### config.mk
export PLATFORM = sky130hd
export DESIGN_NAME = udm_duart_end_flat
export DESIGN_NICKNAME = d
export VERILOG_FILES = /design/src/hw/udm_pkg.sv /design/src/hw/udm_link_if.sv /design/src/hw/udm_duart_end.sv /design/src/flat_wrapper.sv
export SDC_FILE = /design/constraint.sdc
export NUM_CORES = 1
export LEC_CHECK = 0
export BUFFER_PORTS_ARGS = -buffer_cell sky130_fd_sc_hd__buf_2
export CORE_MARGIN = 2
export CORE_UTILIZATION = 63
export DETAILED_ROUTE_END_ITERATION = 10
export GPL_TIMING_DRIVEN = 0
export PLACE_DENSITY = 0.88
export SETUP_SLACK_MARGIN = 0.05
export SLEW_MARGIN = 30
export SYNTH_ARGS = -nofsm -noshare
export SYNTH_HDL_FRONTEND = slang
export SYNTH_SLANG_ARGS = --single-unit
export TNS_END_PERCENT = 30
### constraint.sdc
create_clock -name core_clk -period 8.1 [get_ports core_clk]
set_input_delay 0.81 -clock core_clk [delete_from_list [all_inputs] [get_ports core_clk]]
set_output_delay 0.81 -clock core_clk [all_outputs]
set_load 0.01 [all_outputs]
### src/hw/udm_pkg.sv
// Shared constants for both ends
package udm_pkg;
   localparam int DATA_W       = 8;
   localparam int FIFO_DEPTH   = 3;
   localparam int BIT_CYCLES   = 16;
   localparam int ADDR_W       = 6;

   // Register indices; byte address is four times the index
   localparam logic [3:0] REG_MODE_ONE = 4'h0;
   localparam logic [3:0] REG_MODE_TWO = 4'h1;
   localparam logic [3:0] REG_STATUS   = 4'h2;
   localparam logic [3:0] REG_RX_DATA  = 4'h3;
   localparam logic [3:0] REG_TX_DATA  = 4'h4;
   localparam logic [3:0] REG_COMMAND  = 4'h5;
   localparam logic [3:0] REG_IN_CHG   = 4'h6;
   localparam logic [3:0] REG_OUT_PORT = 4'h7;
   localparam logic [3:0] REG_OP_SET   = 4'hE;
   localparam logic [3:0] REG_OP_CLR   = 4'hF;

   localparam int MR1_RX_RTS = 7;
   localparam int MR1_PAR_HI = 4;
   localparam int MR1_PAR_LO = 3;
   localparam int MR1_SEL    = 2;
   localparam int MR2_TX_RTS = 5;
   localparam int MR2_CTS_EN = 4;

   localparam int SR_RX_CHAR_AVAILABLE = 0;
   localparam int SR_RX_FIFO_FULL_FLAG = 1;
   localparam int SR_TXRDY = 2;
   localparam int SR_TXEMT = 3;
   localparam int SR_OE    = 4;
   localparam int SR_PE    = 5;
   localparam int SR_FE    = 6;

   localparam int OPR_RTS     = 0;
   localparam int OPR_CTS_OUT = 3;
   localparam int IPC_LEVEL   = 2;
   localparam int IPC_DELTA   = 6;

   localparam int CMD_RX_EN   = 0;
   localparam int CMD_TX_EN   = 1;
   localparam int CMD_RST_ERR = 2;

   localparam logic [1:0] PAR_WITH  = 2'h0;
   localparam logic [1:0] PAR_FORCE = 2'h1;
   localparam logic [1:0] PAR_NONE  = 2'h2;
   localparam logic [1:0] PAR_MULTI = 2'h3;

   localparam logic [3:0] DATA_BITS = 4'h8;
   localparam logic [7:0] REG_RST   = 8'h00;

   typedef enum logic [1:0] {SER_IDLE, SER_START, SER_BITS} udm_ser_e;

   // Bit after the data
   function automatic logic udm_extra_bit(input logic [1:0] mode, input logic sel,
                                          input logic [7:0] data);
      if (mode == PAR_WITH)
         return sel ? ~(^data) : (^data);
      else if (mode == PAR_NONE)
         return 1'b0;
      else
         return sel;
   endfunction

   function automatic logic udm_has_extra(input logic [1:0] mode);
      return mode != PAR_NONE;
   endfunction
endpackage

### src/hw/udm_link_if.sv
// Link wires between both ends
`timescale 1ns/10ps
interface udm_link_if;
   logic dev_serial_out;
   logic chan_a_serial_input;
   logic chan_a_request_to_send_n;
   logic output_pin_three_n;
   logic input_pin_two;
   logic chan_a_clear_to_send_n;

   modport dev (
      output dev_serial_out,
      output chan_a_request_to_send_n,
      output output_pin_three_n,
      input  chan_a_serial_input,
      input  input_pin_two,
      input  chan_a_clear_to_send_n
   );

   modport far (
      input  dev_serial_out,
      input  chan_a_request_to_send_n,
      input  output_pin_three_n,
      output chan_a_serial_input,
      output input_pin_two,
      output chan_a_clear_to_send_n
   );
endinterface

### src/hw/udm_duart_end.sv
// Controller channel with flow control and multidrop
// What this block and its host do
// Transfer into receive FIFO sets character-available.
// Only reading the last character clears it.
// Receive errors show in status, never interrupt.
// Host checks status for every received character.
// Receiver RTS mode negates RTS when FIFO full.
// Output port bit zero drives RTS low.
// Write to set address sets chosen bits.
// Write to clear address clears chosen bits.
// RTS not reasserted automatically; host sets again.
// CTS gating holds transmitter while CTS negated.
// Transmitter RTS mode negates one bit after empty.
// Input two change flagged; level reported.
// Host mirrors input two onto output three.
// Multidrop appends address/data flag after data.
// Flag one means address, zero data.
// Address characters reach host even when disabled.
// Disabled receiver drops data until next address.
// Master sends target address before data block.
// Full flag on third entry, cleared on read.
// Parity field value three selects multidrop.
// Sent flag equals mode one select bit.
// Received flag shown in parity error slot.
// RTS and CTS are active low.
//
// Implementation choices: the register addresses and the Avalon-MM register port.
`timescale 1ns/10ps
module udm_duart_end #(
   parameter int BIT_CYCLES = udm_pkg::BIT_CYCLES,
   parameter int DEPTH      = udm_pkg::FIFO_DEPTH
) (
   input  wire logic                        core_clk,
   input  wire logic                        arst_n,
   udm_link_if.dev                          link,
   input  wire logic [udm_pkg::ADDR_W-1:0] avs_address,
   input  wire logic                        avs_read,
   input  wire logic                        avs_write,
   input  wire logic [31:0]                 avs_writedata,
   input  wire logic [3:0]                  avs_byteenable,
   output logic      [31:0]                 avs_readdata,
   output logic                             avs_waitrequest,
   output logic                             rx_fifo_full
);
   localparam int CW   = $clog2(BIT_CYCLES);
   localparam int CNTW = $clog2(DEPTH + 1);
   localparam logic [CW-1:0]   BIT_LAST  = CW'(BIT_CYCLES - 1);
   localparam logic [CW-1:0]   HALF_LAST = CW'(BIT_CYCLES / 2 - 1);
   localparam logic [CNTW-1:0] FULL_CNT  = CNTW'(DEPTH);

   typedef struct packed {
      logic [7:0]             mode_one;
      logic [7:0]             mode_two;
      logic [7:0]             output_port_register;
      logic                   rx_en;
      logic                   tx_en;
      logic                   overrun;
      logic                   in_delta;
      logic [1:0]             rxd_sy;
      logic [1:0]             cts_sy;
      logic [1:0]             ip2_sy;
      logic                   ip2_last;
      udm_pkg::udm_ser_e      rx_st;
      logic [CW-1:0]          rx_cnt;
      logic [3:0]             rx_idx;
      logic [8:0]             rx_sh;
      logic                   rsr_valid;
      logic [7:0]             rsr_data;
      logic                   rsr_flag;
      logic                   rsr_fe;
      logic [DEPTH-1:0][7:0]  fifo_data;
      logic [DEPTH-1:0]       fifo_flag;
      logic [DEPTH-1:0]       fifo_fe;
      logic [CNTW-1:0]        fifo_count;
      logic                   rx_fifo_full_flag;
      logic [7:0]             tx_holding_register;
      logic                   thr_flag;
      logic                   thr_valid;
      udm_pkg::udm_ser_e      tx_st;
      logic [CW-1:0]          tx_cnt;
      logic [3:0]             tx_idx;
      logic [10:0]            tx_sh;
      logic                   txemt;
      logic                   rts_arm;
      logic [CW-1:0]          rts_cnt;
      logic                   rd_ack;
      logic [7:0]             rdata;
   } udm_dev_s;

   udm_dev_s   s_q;
   udm_dev_s   s_d;
   logic [1:0] par;
   logic       has;
   logic [3:0] idx;
   logic       wr;
   logic       rd_go;
   logic [7:0] wbyte;
   logic [7:0] status;
   logic [7:0] rx_byte;
   logic       rx_x;
   logic       rx_keep;

   always_comb begin
      s_d     = s_q;
      par     = s_q.mode_one[udm_pkg::MR1_PAR_HI:udm_pkg::MR1_PAR_LO];
      has     = udm_pkg::udm_has_extra(par);
      idx     = avs_address[udm_pkg::ADDR_W-1:2];
      wr      = avs_write & avs_byteenable[0];
      rd_go   = avs_read & s_q.rd_ack;
      wbyte   = avs_writedata[7:0];
      rx_byte = 8'h00;
      rx_x    = 1'b0;
      rx_keep = 1'b0;
      s_d.rxd_sy = {s_q.rxd_sy[0], link.chan_a_serial_input};
      s_d.cts_sy = {s_q.cts_sy[0], link.chan_a_clear_to_send_n};
      s_d.ip2_sy = {s_q.ip2_sy[0], link.input_pin_two};

      // Parity and framing bits follow the FIFO head
      status = 8'h00;
      status[udm_pkg::SR_RX_CHAR_AVAILABLE] = s_q.fifo_count != '0;
      status[udm_pkg::SR_RX_FIFO_FULL_FLAG] = s_q.rx_fifo_full_flag;
      status[udm_pkg::SR_TXRDY] = s_q.tx_en & ~s_q.thr_valid;
      status[udm_pkg::SR_TXEMT] = s_q.txemt;
      status[udm_pkg::SR_OE]    = s_q.overrun;
      status[udm_pkg::SR_PE]    = status[udm_pkg::SR_RX_CHAR_AVAILABLE] & s_q.fifo_flag[0];
      status[udm_pkg::SR_FE]    = status[udm_pkg::SR_RX_CHAR_AVAILABLE] & s_q.fifo_fe[0];

      // One wait state: read data from a flop
      s_d.rd_ack = avs_read & ~s_q.rd_ack;
      if (avs_read & ~s_q.rd_ack) begin
         unique case (idx)
            udm_pkg::REG_MODE_ONE: s_d.rdata = s_q.mode_one;
            udm_pkg::REG_MODE_TWO: s_d.rdata = s_q.mode_two;
            udm_pkg::REG_STATUS:   s_d.rdata = status;
            udm_pkg::REG_RX_DATA:  s_d.rdata = s_q.fifo_data[0];
            udm_pkg::REG_COMMAND:  s_d.rdata = {5'h00, 1'b0, s_q.tx_en, s_q.rx_en};
            udm_pkg::REG_IN_CHG: begin
               s_d.rdata = 8'h00;
               s_d.rdata[udm_pkg::IPC_LEVEL] = s_q.ip2_last;
               s_d.rdata[udm_pkg::IPC_DELTA] = s_q.in_delta;
            end
            udm_pkg::REG_OUT_PORT: s_d.rdata = s_q.output_port_register;
            default:               s_d.rdata = 8'h00;
         endcase
      end
      if (rd_go && idx == udm_pkg::REG_RX_DATA && s_q.fifo_count != '0) begin
         s_d.fifo_data  = {8'h00, s_q.fifo_data[DEPTH-1:1]};
         s_d.fifo_flag  = {1'b0, s_q.fifo_flag[DEPTH-1:1]};
         s_d.fifo_fe    = {1'b0, s_q.fifo_fe[DEPTH-1:1]};
         s_d.fifo_count = s_q.fifo_count - CNTW'(1);
         s_d.rx_fifo_full_flag      = 1'b0;
      end
      if (rd_go && idx == udm_pkg::REG_IN_CHG)
         s_d.in_delta = 1'b0;

      if (wr) begin
         unique case (idx)
            udm_pkg::REG_MODE_ONE: s_d.mode_one = wbyte;
            udm_pkg::REG_MODE_TWO: s_d.mode_two = wbyte;
            udm_pkg::REG_COMMAND: begin
               s_d.rx_en = wbyte[udm_pkg::CMD_RX_EN];
               s_d.tx_en = wbyte[udm_pkg::CMD_TX_EN];
               if (wbyte[udm_pkg::CMD_RST_ERR])
                  s_d.overrun = 1'b0;
               if (!wbyte[udm_pkg::CMD_TX_EN]) begin
                  s_d.thr_valid = 1'b0;
                  s_d.txemt     = 1'b0;
               end
            end
            udm_pkg::REG_TX_DATA: if (s_q.tx_en) begin
               s_d.tx_holding_register       = wbyte;
               s_d.thr_flag  = udm_pkg::udm_extra_bit(par, s_q.mode_one[udm_pkg::MR1_SEL],
                                                     wbyte);
               s_d.thr_valid = 1'b1;
               s_d.txemt     = 1'b0;
            end
            udm_pkg::REG_OP_SET:
               s_d.output_port_register = s_q.output_port_register | wbyte;
            udm_pkg::REG_OP_CLR:
               s_d.output_port_register = s_q.output_port_register & ~wbyte;
            default: ;
         endcase
      end

      // Sticky; a change beats the clearing read
      if (s_q.ip2_sy[1] != s_q.ip2_last)
         s_d.in_delta = 1'b1;
      s_d.ip2_last = s_q.ip2_sy[1];

      if (s_q.rsr_valid && s_d.fifo_count != FULL_CNT) begin
         s_d.fifo_data[s_d.fifo_count] = s_q.rsr_data;
         s_d.fifo_flag[s_d.fifo_count] = s_q.rsr_flag;
         s_d.fifo_fe[s_d.fifo_count]   = s_q.rsr_fe;
         s_d.fifo_count = s_d.fifo_count + CNTW'(1);
         s_d.rsr_valid  = 1'b0;
         if (s_d.fifo_count == FULL_CNT)
            s_d.rx_fifo_full_flag = 1'b1;
      end

      unique case (s_q.rx_st)
         udm_pkg::SER_IDLE: if (!s_q.rxd_sy[1]) begin
            s_d.rx_st  = udm_pkg::SER_START;
            s_d.rx_cnt = HALF_LAST;
         end
         udm_pkg::SER_START: begin
            if (s_q.rx_cnt != '0)
               s_d.rx_cnt = s_q.rx_cnt - CW'(1);
            else if (!s_q.rxd_sy[1]) begin
               s_d.rx_st  = udm_pkg::SER_BITS;
               s_d.rx_cnt = BIT_LAST;
               s_d.rx_idx = 4'h0;
            end else
               s_d.rx_st = udm_pkg::SER_IDLE;
         end
         udm_pkg::SER_BITS: begin
            if (s_q.rx_cnt != '0)
               s_d.rx_cnt = s_q.rx_cnt - CW'(1);
            else if (s_q.rx_idx != DATA_BITS_PLUS(has)) begin
               s_d.rx_sh  = {s_q.rxd_sy[1], s_q.rx_sh[8:1]};
               s_d.rx_idx = s_q.rx_idx + 4'h1;
               s_d.rx_cnt = BIT_LAST;
            end else begin
               rx_byte = has ? s_q.rx_sh[7:0] : s_q.rx_sh[8:1];
               rx_x    = has & s_q.rx_sh[8];
               // Disabled multidrop still takes addresses
               rx_keep = s_q.rx_en | (par == udm_pkg::PAR_MULTI && rx_x);
               if (rx_keep) begin
                  if (s_d.rsr_valid)
                     s_d.overrun = 1'b1;
                  s_d.rsr_valid = 1'b1;
                  s_d.rsr_data  = rx_byte;
                  s_d.rsr_fe    = ~s_q.rxd_sy[1];
                  s_d.rsr_flag  = (par == udm_pkg::PAR_MULTI) ? rx_x :
                                  has & (rx_x != udm_pkg::udm_extra_bit(par,
                                  s_q.mode_one[udm_pkg::MR1_SEL], rx_byte));
               end
               s_d.rx_st = udm_pkg::SER_IDLE;
            end
         end
         default: s_d.rx_st = udm_pkg::SER_IDLE;
      endcase

      unique case (s_q.tx_st)
         udm_pkg::SER_BITS: begin
            if (s_q.tx_cnt != '0)
               s_d.tx_cnt = s_q.tx_cnt - CW'(1);
            else begin
               s_d.tx_sh = {1'b1, s_q.tx_sh[10:1]};
               if (s_q.tx_idx == DATA_BITS_PLUS(has) + 4'h1) begin
                  s_d.tx_st = udm_pkg::SER_IDLE;
                  s_d.txemt = ~s_d.thr_valid;
               end else begin
                  s_d.tx_idx = s_q.tx_idx + 4'h1;
                  s_d.tx_cnt = BIT_LAST;
               end
            end
         end
         default: begin
            if (s_q.thr_valid && s_q.tx_en &&
                (!s_q.mode_two[udm_pkg::MR2_CTS_EN] || !s_q.cts_sy[1])) begin
               s_d.tx_sh = has ? {1'b1, s_q.thr_flag, s_q.tx_holding_register, 1'b0} :
                                 {2'h3, s_q.tx_holding_register, 1'b0};
               s_d.tx_st     = udm_pkg::SER_BITS;
               s_d.tx_idx    = 4'h0;
               s_d.tx_cnt    = BIT_LAST;
               s_d.thr_valid = 1'b0;
               s_d.rts_arm   = 1'b1;
               s_d.rts_cnt   = BIT_LAST;
            end
         end
      endcase

      // One bit after both registers run dry
      if (s_q.tx_st == udm_pkg::SER_IDLE && !s_q.thr_valid && s_q.rts_arm &&
          s_q.mode_two[udm_pkg::MR2_TX_RTS]) begin
         if (s_q.rts_cnt != '0)
            s_d.rts_cnt = s_q.rts_cnt - CW'(1);
         else begin
            s_d.output_port_register[udm_pkg::OPR_RTS] = 1'b0;
            s_d.rts_arm = 1'b0;
         end
      end
      // Level while full; host must set again
      if (s_q.mode_one[udm_pkg::MR1_RX_RTS] && s_d.rx_fifo_full_flag)
         s_d.output_port_register[udm_pkg::OPR_RTS] = 1'b0;
   end

   function automatic logic [3:0] DATA_BITS_PLUS(input logic extra);
      return udm_pkg::DATA_BITS + {3'h0, extra};
   endfunction

   always_ff @(posedge core_clk or negedge arst_n) begin
      if (!arst_n) begin
         s_q          <= '0;
         s_q.tx_sh    <= '1;
         s_q.rxd_sy   <= '1;
         s_q.cts_sy   <= '1;
         s_q.ip2_sy   <= '1;
         s_q.ip2_last <= 1'b1;
      end else begin
         s_q <= s_d;
      end
   end

   assign link.dev_serial_out           = s_q.tx_sh[0];
   assign link.chan_a_request_to_send_n = ~s_q.output_port_register[udm_pkg::OPR_RTS];
   assign link.output_pin_three_n       = ~s_q.output_port_register[udm_pkg::OPR_CTS_OUT];
   assign avs_readdata                  = {24'h000000, s_q.rdata};
   assign avs_waitrequest               = avs_read & ~s_q.rd_ack;
   assign rx_fifo_full                  = s_q.rx_fifo_full_flag;
endmodule

### src/flat_wrapper.sv
// flat-port wrapper written by rule: the top's interface ports become plain ports
module udm_duart_end_flat 
#(
   parameter int BIT_CYCLES = udm_pkg::BIT_CYCLES,
   parameter int DEPTH      = udm_pkg::FIFO_DEPTH
)
  (core_clk, arst_n, avs_address, avs_read, avs_write, avs_writedata, avs_byteenable, avs_readdata, avs_waitrequest, rx_fifo_full, link_dev_serial_out, link_chan_a_request_to_send_n, link_output_pin_three_n, link_chan_a_serial_input, link_input_pin_two, link_chan_a_clear_to_send_n);
  udm_link_if link_i ();
  input  wire logic core_clk;
  input  wire logic arst_n;
  input  wire logic [udm_pkg::ADDR_W-1:0] avs_address;
  input  wire logic avs_read;
  input  wire logic avs_write;
  input  wire logic [31:0] avs_writedata;
  input  wire logic [3:0] avs_byteenable;
  output logic      [31:0] avs_readdata;
  output logic avs_waitrequest;
  output logic rx_fifo_full;
  output wire logic [$bits(link_i.dev_serial_out)-1:0] link_dev_serial_out;
  output wire logic [$bits(link_i.chan_a_request_to_send_n)-1:0] link_chan_a_request_to_send_n;
  output wire logic [$bits(link_i.output_pin_three_n)-1:0] link_output_pin_three_n;
  input wire logic [$bits(link_i.chan_a_serial_input)-1:0] link_chan_a_serial_input;
  input wire logic [$bits(link_i.input_pin_two)-1:0] link_input_pin_two;
  input wire logic [$bits(link_i.chan_a_clear_to_send_n)-1:0] link_chan_a_clear_to_send_n;
  assign link_dev_serial_out = link_i.dev_serial_out;
  assign link_chan_a_request_to_send_n = link_i.chan_a_request_to_send_n;
  assign link_output_pin_three_n = link_i.output_pin_three_n;
  assign link_i.chan_a_serial_input = link_chan_a_serial_input;
  assign link_i.input_pin_two = link_input_pin_two;
  assign link_i.chan_a_clear_to_send_n = link_chan_a_clear_to_send_n;
  udm_duart_end #(.BIT_CYCLES(BIT_CYCLES), .DEPTH(DEPTH)) u_core (.core_clk(core_clk), .arst_n(arst_n), .link(link_i), .avs_address(avs_address), .avs_read(avs_read), .avs_write(avs_write), .avs_writedata(avs_writedata), .avs_byteenable(avs_byteenable), .avs_readdata(avs_readdata), .avs_waitrequest(avs_waitrequest), .rx_fifo_full(rx_fifo_full));
endmodule
# After elaboration in Yosys (flattened, before gate mapping)
# Index checks and enable logic that the tools add are counted.
# Widths: inputs -> output; s select.
[totals] out_inout_bits=37 elab_cells=228 register_bits=144
[classes] mux=78 bitwise_logic=22 magnitude_cmp=2 n_reduce_logical=45 addsub=9 n_eq_ne=33
[ops] operator="$mux 33" n=2
[ops] operator="$pmux 8 s7" n=1
[ops] operator="$mux 1" n=34
[ops] operator="$mux 11" n=3
[ops] operator="$mux 8" n=4
[ops] operator="$bwmux 24" n=1
[ops] operator="$mux 24" n=1
[ops] operator="$mux 4" n=6
[ops] operator="$mux 22" n=1
[ops] operator="$mux 21" n=1
[ops] operator="$ne 2x2->1 const B" n=9
[ops] operator="$mux 17" n=1
[ops] operator="$demux 8 s2" n=1
[ops] operator="$eq 4x3->1 const B" n=4
[ops] operator="$mux 16" n=1
[ops] operator="$pmux 8 s2" n=1
[ops] operator="$reduce_xor 8->1" n=2
[ops] operator="$mux 5" n=3
[ops] operator="$add 4x1->4 const B" n=3
[ops] operator="$logic_and 1x1->1" n=12
[ops] operator="$mux 2" n=6
[ops] operator="$pmux 4 s3" n=1
[ops] operator="$reduce_and 2->1" n=6
[ops] operator="$reduce_and 3->1" n=4
[ops] operator="41 further kinds" n=81

# Logic depth before layout (Yosys ltp)
# Gate-level depths: netlist (run 1).
[depth] word_depth=17 depth_mapped=14

# Worst setup path before layout (run 1)
# No wires, ideal clock.
[synth_path] path_type="input to register" startpoint="input port avs_address[3] (netlist name)" endpoint="register u_core.s_q[54] (netlist name)" required_time_ns=8.034 stages=13 setup_time_ns=0.066 n_path_buf=4 t_arrival_ns=3.063 slack_ns=4.972 cell_sequence="clkbuf_1 -> nand3_1 -> or4_1 -> buf_6 -> xnor2_4 -> inv_1 -> ha_1 -> nor2b_1 -> clkbuf_1 -> and2_1 -> buf_1 -> nand2_1 -> nand2_1"
[synth_rtl] element="from (decl)" line_no="flat_wrapper.sv:11" text="input wire logic [udm_pkg::ADDR_W-1:0] avs_address;"
[synth_rtl] element="to (decl)" line_no="udm_duart_end.sv:90" text="udm_dev_s s_q;"

==> run metrics, run 1 <==
min Tclk post-route=3.45 ns; starting density of the core=0.639; Vias=5495; Routed WL=16600 um; Max Cap Viol=0; Yosys top cell area share=0.435; Max clock buf depth=2; chip width=111 um; final setup TNS=0 ns; CTS tree=yes; Hold WC Path Type=input port to asynchronous set/reset pin; Clk pwr share=0.376; switching share of power=0.293; RSZ-0062 raised after global routing=no; # hold bufs at CTS=0; fin crit share=0.426; Final Setup Violations=0; placed cell area=0.00766 mm2; Placed Cells=872; power per standard cell area=257 mW/mm2; Avg WL per Cell=18.3 um; gpl congestion=0.962; Remaining DRCs=0; Reg clk slew, reported paths=0.06 ns; fmax=290 MHz; Clock Skew=0.00841 ns; outcome=complete, no violations; Max Slew Vio Count=0; GRT Overall Usage=0.277; 1st-pass router iterations=5; startpoint class of the critical path=input port; CP endpoint kind=flip-flop; Async S/R FF share, synth=1.00; synth top area cells=dfrtp_1 (43%), mux2_2 (7.0%), dfstp_2 (6.6%), mux2i_1 (5.6%), nand2_1 (3.7%); sequential share of the synthesized area=0.500; Unique masters post-synth=67; Design Area, Final=0.00827 mm2; Post-Syn Area=0.00720 mm2; sw power=0.000622 W; post-CTS setup repair buffer count=0; Die ar.=0.0123 mm2; n_diodes=0; Final nets=811; worst path arrival time=3.81 ns; clk root buf=clkbuf_16; initial antenna violation count=0; critical path cell sequence=clkbuf_1 > nand3_1 > or4_1 > buf_6 > a21oi_2 > inv_1 > ha_1 > nor2b_1 > clkbuf_1 > and2_1 > buf_1 > nand2_1 > nand2_1; clk sinks=143; syn_area_per_cell=10.7 um2; synthesized netlist cell count=674; Finished Layout Cells=904; Main synth FF type=dfrtp_1; Iter 0 DRT Violations=449; Logic pwr share=0.197; reg2reg setup slack=4.84 ns; worst vdd rail ir drop=0.208 mV; core footprint=0.0113 mm2; post-route ant nets=0; io pins=86; CP Max Fanout=9; CTS H-tree depth=4; leak pwr=4.17 nW; PortBufs=31; YS warnings=0; largest net degree at the start of global routing=84; Synth Register Bits=143; Pint=0.00150 W; std cell rows=39; delay-heaviest family, CP=simple AND/OR/NAND/NOR gates; clock latency on the worst-skew pair=0.42 ns; TritonCTS buffer count=17; CP Data Required Time=8.46 ns; Crit path largest cell delay=0.52 ns; Vias/cell=6.08; slew margin rel.=0.374; first-pass GRT wire length=27200 um; endpoints failing hold=0; P&R area growth vs syn=14.8%; Seq pwr share=0.426; Buf/Inv on CP=5; global route total overflow=0; share of cells above drive strength 1=0.243; number of synthesized flops with an enable pin=0; die height=111 um; worst slew pin tran=0.933 ns; Post-DP HPWL=11100 um; slowest CP cell=or4_1; Crit Path Category=input port to flip-flop; vias in the first global route=5530; Post-CTS Resized=0; post-synth top area cell=dfrtp_1
==> registers in the layout, indices dropped and copies added, names as in the netlist <==
signal and flops:
u_core.s_q 127, u_core.avs_readdata 8, u_core.s_d 4, u_core.par 2, u_core.link.dev_serial_out 1, u_core.rx_fifo_full 1
==> cells in the mapped netlist (14+ instances only) <==
library cell	number
buf_4	32
dfstp_2	18
inv_1	24
ha_1	14
clkbuf_1	15
nand3_1	18
nand2_1	71
mux2i_1	40
o21ai_0	15
dfrtp_1	125
a21oi_1	47
nor2_1	53
mux2_2	45
==> power by group through the flow <==
stage	combinational (W)	clock (W)	sequential, W
global route	0.000464	0.000837	0.000916
CTS	0.000419	0.000806	0.000902
floorplan	0.000314	0	0.000887
finish	0.000419	0.000799	0.000905
global placement	0.000380	0	0.000902
detailed placement	0.000409	0	0.000909
==> cell families after synthesis <==
kind of cell / after synthesis / synth area share
buffers and inverters: 85 / 0.0657
and+or+nand+nor: 194 / 0.127
muxes: 85 / 0.126
adders and majority gates: 14 / 0.0243
xor gates and xnor gates: 20 / 0.0335
other: 1 / 0.000521
DFF: 143 / 0.500
AOI/OAI and AO/OA: 132 / 0.122
==> layer usage <==
metal  track usage  wire, um
met1         0.343      6540
met2         0.463      8240
met3        0.0755      1290
met4         0.112       492
met5             0         0
==> path summary, 6_finish.rpt <==
| check | from | endpoint | depth (start not counted) |
|---|---|---|---|
| max | avs_address[3] | u_core.s_q[74] | 13 |
| min | arst_n | u_core.s_q[10] | 1 |
| max reg2reg | u_core.s_q[47] | u_core.s_q[74] | 13 |
| min reg2reg | u_core.s_d[115] | u_core.s_q[115] | 0 |
| max in group asynchronous | arst_n | u_core.s_q[115] | 2 |
| min in group core_clk | u_core.s_d[115] | u_core.s_q[115] | 0 |
==> through the flow <==
stage / utilization / total power, W / hold WS (ns) / worst slack [ns]
floorplan: - / 0.00120 / 0.345 / 4.97
global placement: 0.676 / 0.00128 / 0.346 / 4.40
detailed placement: 0.679 / 0.00132 / 0.350 / 4.39
CTS: 0.733 / 0.00213 / 0.326 / 4.69
global route: 0.733 / 0.00222 / 0.343 / 4.52
finish: 0.733 / 0.00212 / 0.307 / 4.65
==> cell usage in the layout, fill, tap and decap left out, types with 10 or more instances in the layout <==
cell and count:
dfrtp_1 125, nand2_1 71, nor2_1 53, a21oi_1 47
mux2_2 45, mux2i_1 40, buf_2 39, buf_4 32
inv_1 24, conb_1 24, nand3_1 18, dfstp_2 18
clkbuf_16 17, clkbuf_1 15, o21ai_0 15, ha_1 14
nor3_1 11, xnor2_1 11, a22o_1 11, a22oi_1 10
==> cell type report <==
| cell class | count | area (um2) |
|---|---|---|
| multi-input cells | 469 | 3210 |
| repair buffers | 32 | 193 |
| plain buffers | 61 | 383 |
| flip-flops and latches | 143 | 3600 |
| inverters | 24 | 90.1 |
| well taps | 143 | 179 |
| fillers | 731 | 3010 |
| clock buffers | 17 | 425 |
| clock inverters | 15 | 185 |
Power figures use the tool's default switching activity.
==> run 2: changes to the inputs <==
CORE_UTILIZATION = 53   (was 63)
PLACE_DENSITY = 0.8   (was 0.88)
clock period = 3 ns   (was 8.1 ns; I/O delays follow)
==> run metrics, run 2 (synthesis results as in run 1) <==
outcome=complete, no violations; Max Cap Viol=0 (unchanged); GRT Overall Usage=0.235 (-0.0420); worst flop-to-flop path endpoint=u_core.s_q[120]; RSZ-0062 raised after global routing=no; most common cell after layout, fill and taps aside=dfrtp_1; reg2reg setup slack=0.18 ns (-4.66 ns); share of cells above drive strength 1=0.251 (+0.00821); clock latency on the worst-skew pair=0.42 ns (about the same); Crit path largest cell delay=0.52 ns (about the same); die height=121 um (+8.7%); Core Util, Final=0.629 (-0.105); most flop-heavy register=u_core.s_q; power per standard cell area=670 mW/mm2 (+160%); slowest CP cell=or4_1; Buf/Inv on CP=4 (-1); Hold WC Path Type=input port to flip-flop; 1st-pass router iterations=5 (unchanged); post-route ant nets=0 (unchanged); Final Setup Violations=0 (unchanged); global route total overflow=0 (unchanged); Clock Skew=0.00735 ns (-0.00106 ns); RR Startpoint=u_core.s_q[47]; leak pwr=4.17 nW (+0.18%); Worst Setup Slack, final=0.184 ns (-4.47 ns); largest net degree at the start of global routing=76 (-9.5%); initial antenna violation count=0 (unchanged); endpoints failing hold=0 (unchanged); Max clock buf depth=2 (unchanged); io pins=86 (unchanged); critical path cell sequence=inv_1 > ha_2 > or4_1 > buf_6 > xnor2_4 > inv_1 > ha_2 > nor2b_1 > buf_4 > nand2_1 > nand2_1 > nand2_1 > and3_1; CTS H-tree depth=4 (unchanged); CTS tree=yes; fmax=355 MHz; Final nets=814 (+0.37%); P&R area growth vs syn=15.7%; Remaining DRCs=0 (unchanged); Reg clk slew, reported paths=0.06 ns (about the same); max reg flops=127 (unchanged); Post-DP HPWL=11200 um (+1.3%); Post-Place Worst Slack=-0.261 ns (-4.65 ns); Vias=5346 (-2.7%); Routed WL=16000 um (-3.3%); Max Slew Vio Count=0 (unchanged); n_diodes=0 (unchanged); worst slew pin tran=0.906 ns (-0.0267 ns); PortBufs=31 (unchanged); crit path to=u_core.s_q[120]; slew margin rel.=0.392 (+0.0179); worst path arrival time=3.13 ns (-0.68 ns); core footprint=0.0132 mm2 (+17%); startpoint class of the critical path=flip-flop; TritonCTS buffer count=17 (unchanged); gpl congestion=0.882 (-8.3%); CP Max Fanout=7 (-2); clk sinks=143 (unchanged); fin crit share=0.939; total power draw=0.00558 W (+160%); std cell rows=42 (+7.7%); critical path depth=13 (unchanged); min Tclk post-route=2.82 ns; Hold WS=0.188 ns (-0.118 ns); chip width=121 um (+8.7%); most frequent cells in the layout=dfrtp_1 (125), nand2_1 (71), nor2_1 (53); crit path launch=u_core.s_q[47]; CP Data Required Time=3.31 ns (-5.15 ns); Crit Path Category=flip-flop to flip-flop; delay-heaviest family, CP=simple AND/OR/NAND/NOR gates; worst vdd rail ir drop=0.535 mV (+160%); Die ar.=0.0145 mm2 (+18%); clk root buf=clkbuf_16; starting density of the core=0.544 (-0.0950); CP endpoint kind=flip-flop; Avg WL per Cell=17.0 um (-7.0%); Reg2Reg Depth=13 (unchanged); Vias/cell=5.69 (-6.4%); vias in the first global route=5294 (-4.3%); first-pass GRT wire length=26400 um (-2.8%); Iter 0 DRT Violations=508 (+13%); critical path's most frequent cell=nand2_1
-- run 2: per-layer routing --
layer  global-route usage  part of all wire
met1                0.303              0.42
met2                0.385              0.50
met3               0.0651             0.065
met4               0.0763             0.019
met5                    0                 0
-- run 2: cell type report --
cell class                      count  area [um2]
Sequential cell                   143        3600
Timing Repair Buffer               36         233
Buffer                             60         392
Clock inverter                     12         120
Fill cell                        1069        4920
Tap cell                          176         220
Multi-Input combinational cell    469        3220
Inverter                           24        90.1
Clock buffer                       20         447
-- run 2: worst register-to-register path, cell delays in order, from the launching register on --
cell and delay (ns):
dfrtp_1 0.32, inv_1 0.10, ha_2 0.24, or4_1 0.52, buf_6 0.17, xnor2_4 0.19
inv_1 0.09, ha_2 0.22, nor2b_1 0.14, buf_4 0.17, nand2_1 0.10, nand2_1 0.14
nand2_1 0.10, and3_1 0.20
-- run 2: what timing repair did --
| item | CTS | global route |
|---|---|---|
| setup endpoints to repair | 31 | 31 |
| setup buffers | 0 | 0 |
| resized for setup | 7 | 10 |
| hold endpoints to repair | 70 | 0 |
| hold buffers | 4 | 0 |
-- run 2: report_power, final --
part,leakage [nW],internal [W],switching (W)
sequential,1.82,0.00222,0.000212
clock,0.271,0.00123,0.000786
combinational,2.08,0.000522,0.000608
total,4.17,0.00398,0.00161
-- run 2: how the worst min path moves through the flow --
stage,endpoint,slack [ns],cells past startpoint,startpoint
2_1_floorplan,u_core.avs_readdata[0],0.004,0,arst_n
3_3_place_gp,u_core.s_q[115],0.35,0,u_core.s_d[115]
3_5_place_dp,u_core.s_q[106],0.29,1,arst_n
4_1_cts,u_core.par[1],0.17,2,avs_writedata[4]
5_1_grt,u_core.par[1],0.19,2,avs_writedata[4]
6_report,u_core.par[1],0.19,2,avs_writedata[4]
-- run 2: stage by stage --
step | instances | setup TNS [ns] | instance area (um2)
global placement | 904 | -31.99 | 7660
floorplan | 697 | 0 | 7280
CTS | 940 | 0 | 8310
detailed placement | 905 | -6.34 | 7700
global route | 940 | 0 | 8330
finish | 940 | 0 | 8330
==> run 3: changes to the inputs <==
CORE_UTILIZATION = 35   (was 53)
PLACE_DENSITY = 0.57   (was 0.8)
==> run metrics, run 3 (synthesis results as in run 1) <==
final setup TNS=0 ns (unchanged); TritonCTS buffer count=17 (unchanged); Reg clk slew, reported paths=0.06 ns (about the same); Avg WL per Cell=15.3 um (-10%); power per standard cell area=641 mW/mm2 (-4.4%); critical path cell sequence=inv_1 > ha_2 > or4_1 > buf_6 > xnor2_4 > inv_1 > ha_2 > nor2b_2 > buf_4 > nand2_1 > clkbuf_4 > o21ai_0; placed cell area=0.00782 mm2 (+1.5%); post-CTS setup repair buffer count=0 (unchanged); Final nets=814 (unchanged); Routed WL=15800 um (-1.3%); min Tclk post-route=2.73 ns (-0.0826 ns); Vias/cell=4.85 (-15%); vias in the first global route=4849 (-8.4%); most flop-heavy register=u_core.s_q; std cell rows=52 (+24%); n_diodes=0 (unchanged); startpoint class of the critical path=flip-flop; outcome=complete, no violations; CP endpoint kind=flip-flop; Crit Path Category=flip-flop to flip-flop; CP Max Fanout=10 (+3); Worst Setup Slack, final=0.267 ns (+0.0826 ns); die height=147 um (+22%); 1st-pass router iterations=4 (-1); post-route ant nets=0 (unchanged); worst vdd rail ir drop=0.336 mV (-37%); largest net degree at the start of global routing=73 (-3.9%); Crit path largest cell delay=0.52 ns (about the same); Design Area, Final=0.00841 mm2 (+0.96%); Vias=5013 (-6.2%); share of cells above drive strength 1=0.251 (unchanged); endpoints failing hold=0 (unchanged); max reg flops=127 (unchanged); Hold WC Path Type=input port to flip-flop; clock latency on the worst-skew pair=0.42 ns (about the same); core footprint=0.0202 mm2 (+53%); gpl congestion=0.801 (-9.2%); GRT Overall Usage=0.153 (-0.0813); Iter 0 DRT Violations=305 (-40%); Final Setup Violations=0 (unchanged); CTS tree=yes; most common cell after layout, fill and taps aside=dfrtp_1; total power draw=0.00539 W (-3.4%); most frequent cells in the layout=dfrtp_1 (125), nand2_1 (71), nor2_1 (53); chip width=147 um (+22%); starting density of the core=0.356 (-0.188); Max Slew Vio Count=0 (unchanged); Remaining DRCs=0 (unchanged); Post-DP HPWL=11100 um (-1.2%); Post-Place Worst Slack=-0.266 ns (-0.00539 ns); fin crit share=0.911 (-0.0275); fmax=366 MHz (+3.0%); leak pwr=4.16 nW (-0.26%); RSZ-0062 raised after global routing=no; worst path arrival time=3.06 ns (-0.07 ns); io pins=86 (unchanged); Max clock buf depth=2 (unchanged); Max Cap Viol=0 (unchanged); first-pass GRT wire length=26100 um (-1.2%); CTS H-tree depth=4 (unchanged); clk sinks=143 (unchanged); Die ar.=0.0217 mm2 (+50%); Core Util, Final=0.415 (-0.213); CP Data Required Time=3.33 ns (+0.02 ns); Clock Skew=0.00815 ns (+0.000797 ns); slew margin rel.=0.434 (+0.0419); slowest CP cell=or4_1; PortBufs=31 (unchanged); worst slew pin tran=0.844 ns (-0.0625 ns); P&R area growth vs syn=16.8%; global route total overflow=0 (unchanged); clk root buf=clkbuf_16; initial antenna violation count=0 (unchanged)
## run 3: cell count changes in the layout (fill, tap and decap cells not counted), sizes merged
cell      before  now
buf           80   78
bufinv         2    0
clkbuf        32   35
clkinv         6    9
clkinvlp       4    2
## run 3: area by class of cell
cell class	count	area, um2
inverters	24	90.1
multi-input cells	469	3230
flip-flops and latches	143	3600
plain buffers	60	397
fillers	1990	11800
repair buffers	36	233
clock buffers	21	450
clock inverters	11	71.3
well taps	270	338
## run 3: final timing paths
path | from | endpoint | slack, ns | cells after the start
max in group asynchronous | arst_n | u_core.s_q[113] | 1.78 | 3
worst min-delay path | avs_writedata[7] | u_core.s_q[143] | 0.20 | 2
worst max-delay path | u_core.s_q[47] | u_core.s_q[51] | 0.27 | 12
min in group asynchronous | arst_n | u_core.s_q[103] | 0.44 | 2
worst max register to register | u_core.s_q[47] | u_core.s_q[51] | 0.27 | 12
worst min register to register | u_core.s_d[115] | u_core.s_q[115] | 0.36 | 0
## run 3: stage by stage
step	hold WS [ns]	cells
after global routing	0.204	1034
after floorplan	0.00441	697
after detailed placement	0.310	999
after CTS	0.184	1034
final	0.198	1034
after global placement	0.346	998
## run 3: worst max-delay path, delay by kind of cell, from the launching register on
kind / cells / cell delay [ns]
buf+inv: 5 / 0.73
flops: 1 / 0.32
compound gates: 1 / 0.19
xor+xnor: 1 / 0.19
simple gates: 3 / 0.75
fa+ha+maj: 2 / 0.46
## run 3: routing by layer
layer | vias to the layer above | track usage | wire length, um
li1 | 2475 | - | -
met1 | 2417 | 0.220 | 7820
met2 | 103 | 0.231 | 7150
met3 | 18 | 0.0272 | 539
met4 | 0 | 0.0620 | 302
met5 | - | 0 | 0
## run 3: power by group
group          switching (W)  internal (W)  leakage (nW)  total [W]
Sequential          0.000209       0.00222          1.82    0.00243
Clock               0.000796       0.00107         0.256    0.00187
Combinational       0.000576      0.000518          2.09    0.00109
Total                0.00158       0.00381          4.16    0.00539
## run 3: repair_timing
item,in CTS,in global routing
resized for setup,7,12
hold buffers,4,0
setup endpoints to repair,31,31
hold endpoints to repair,71,0
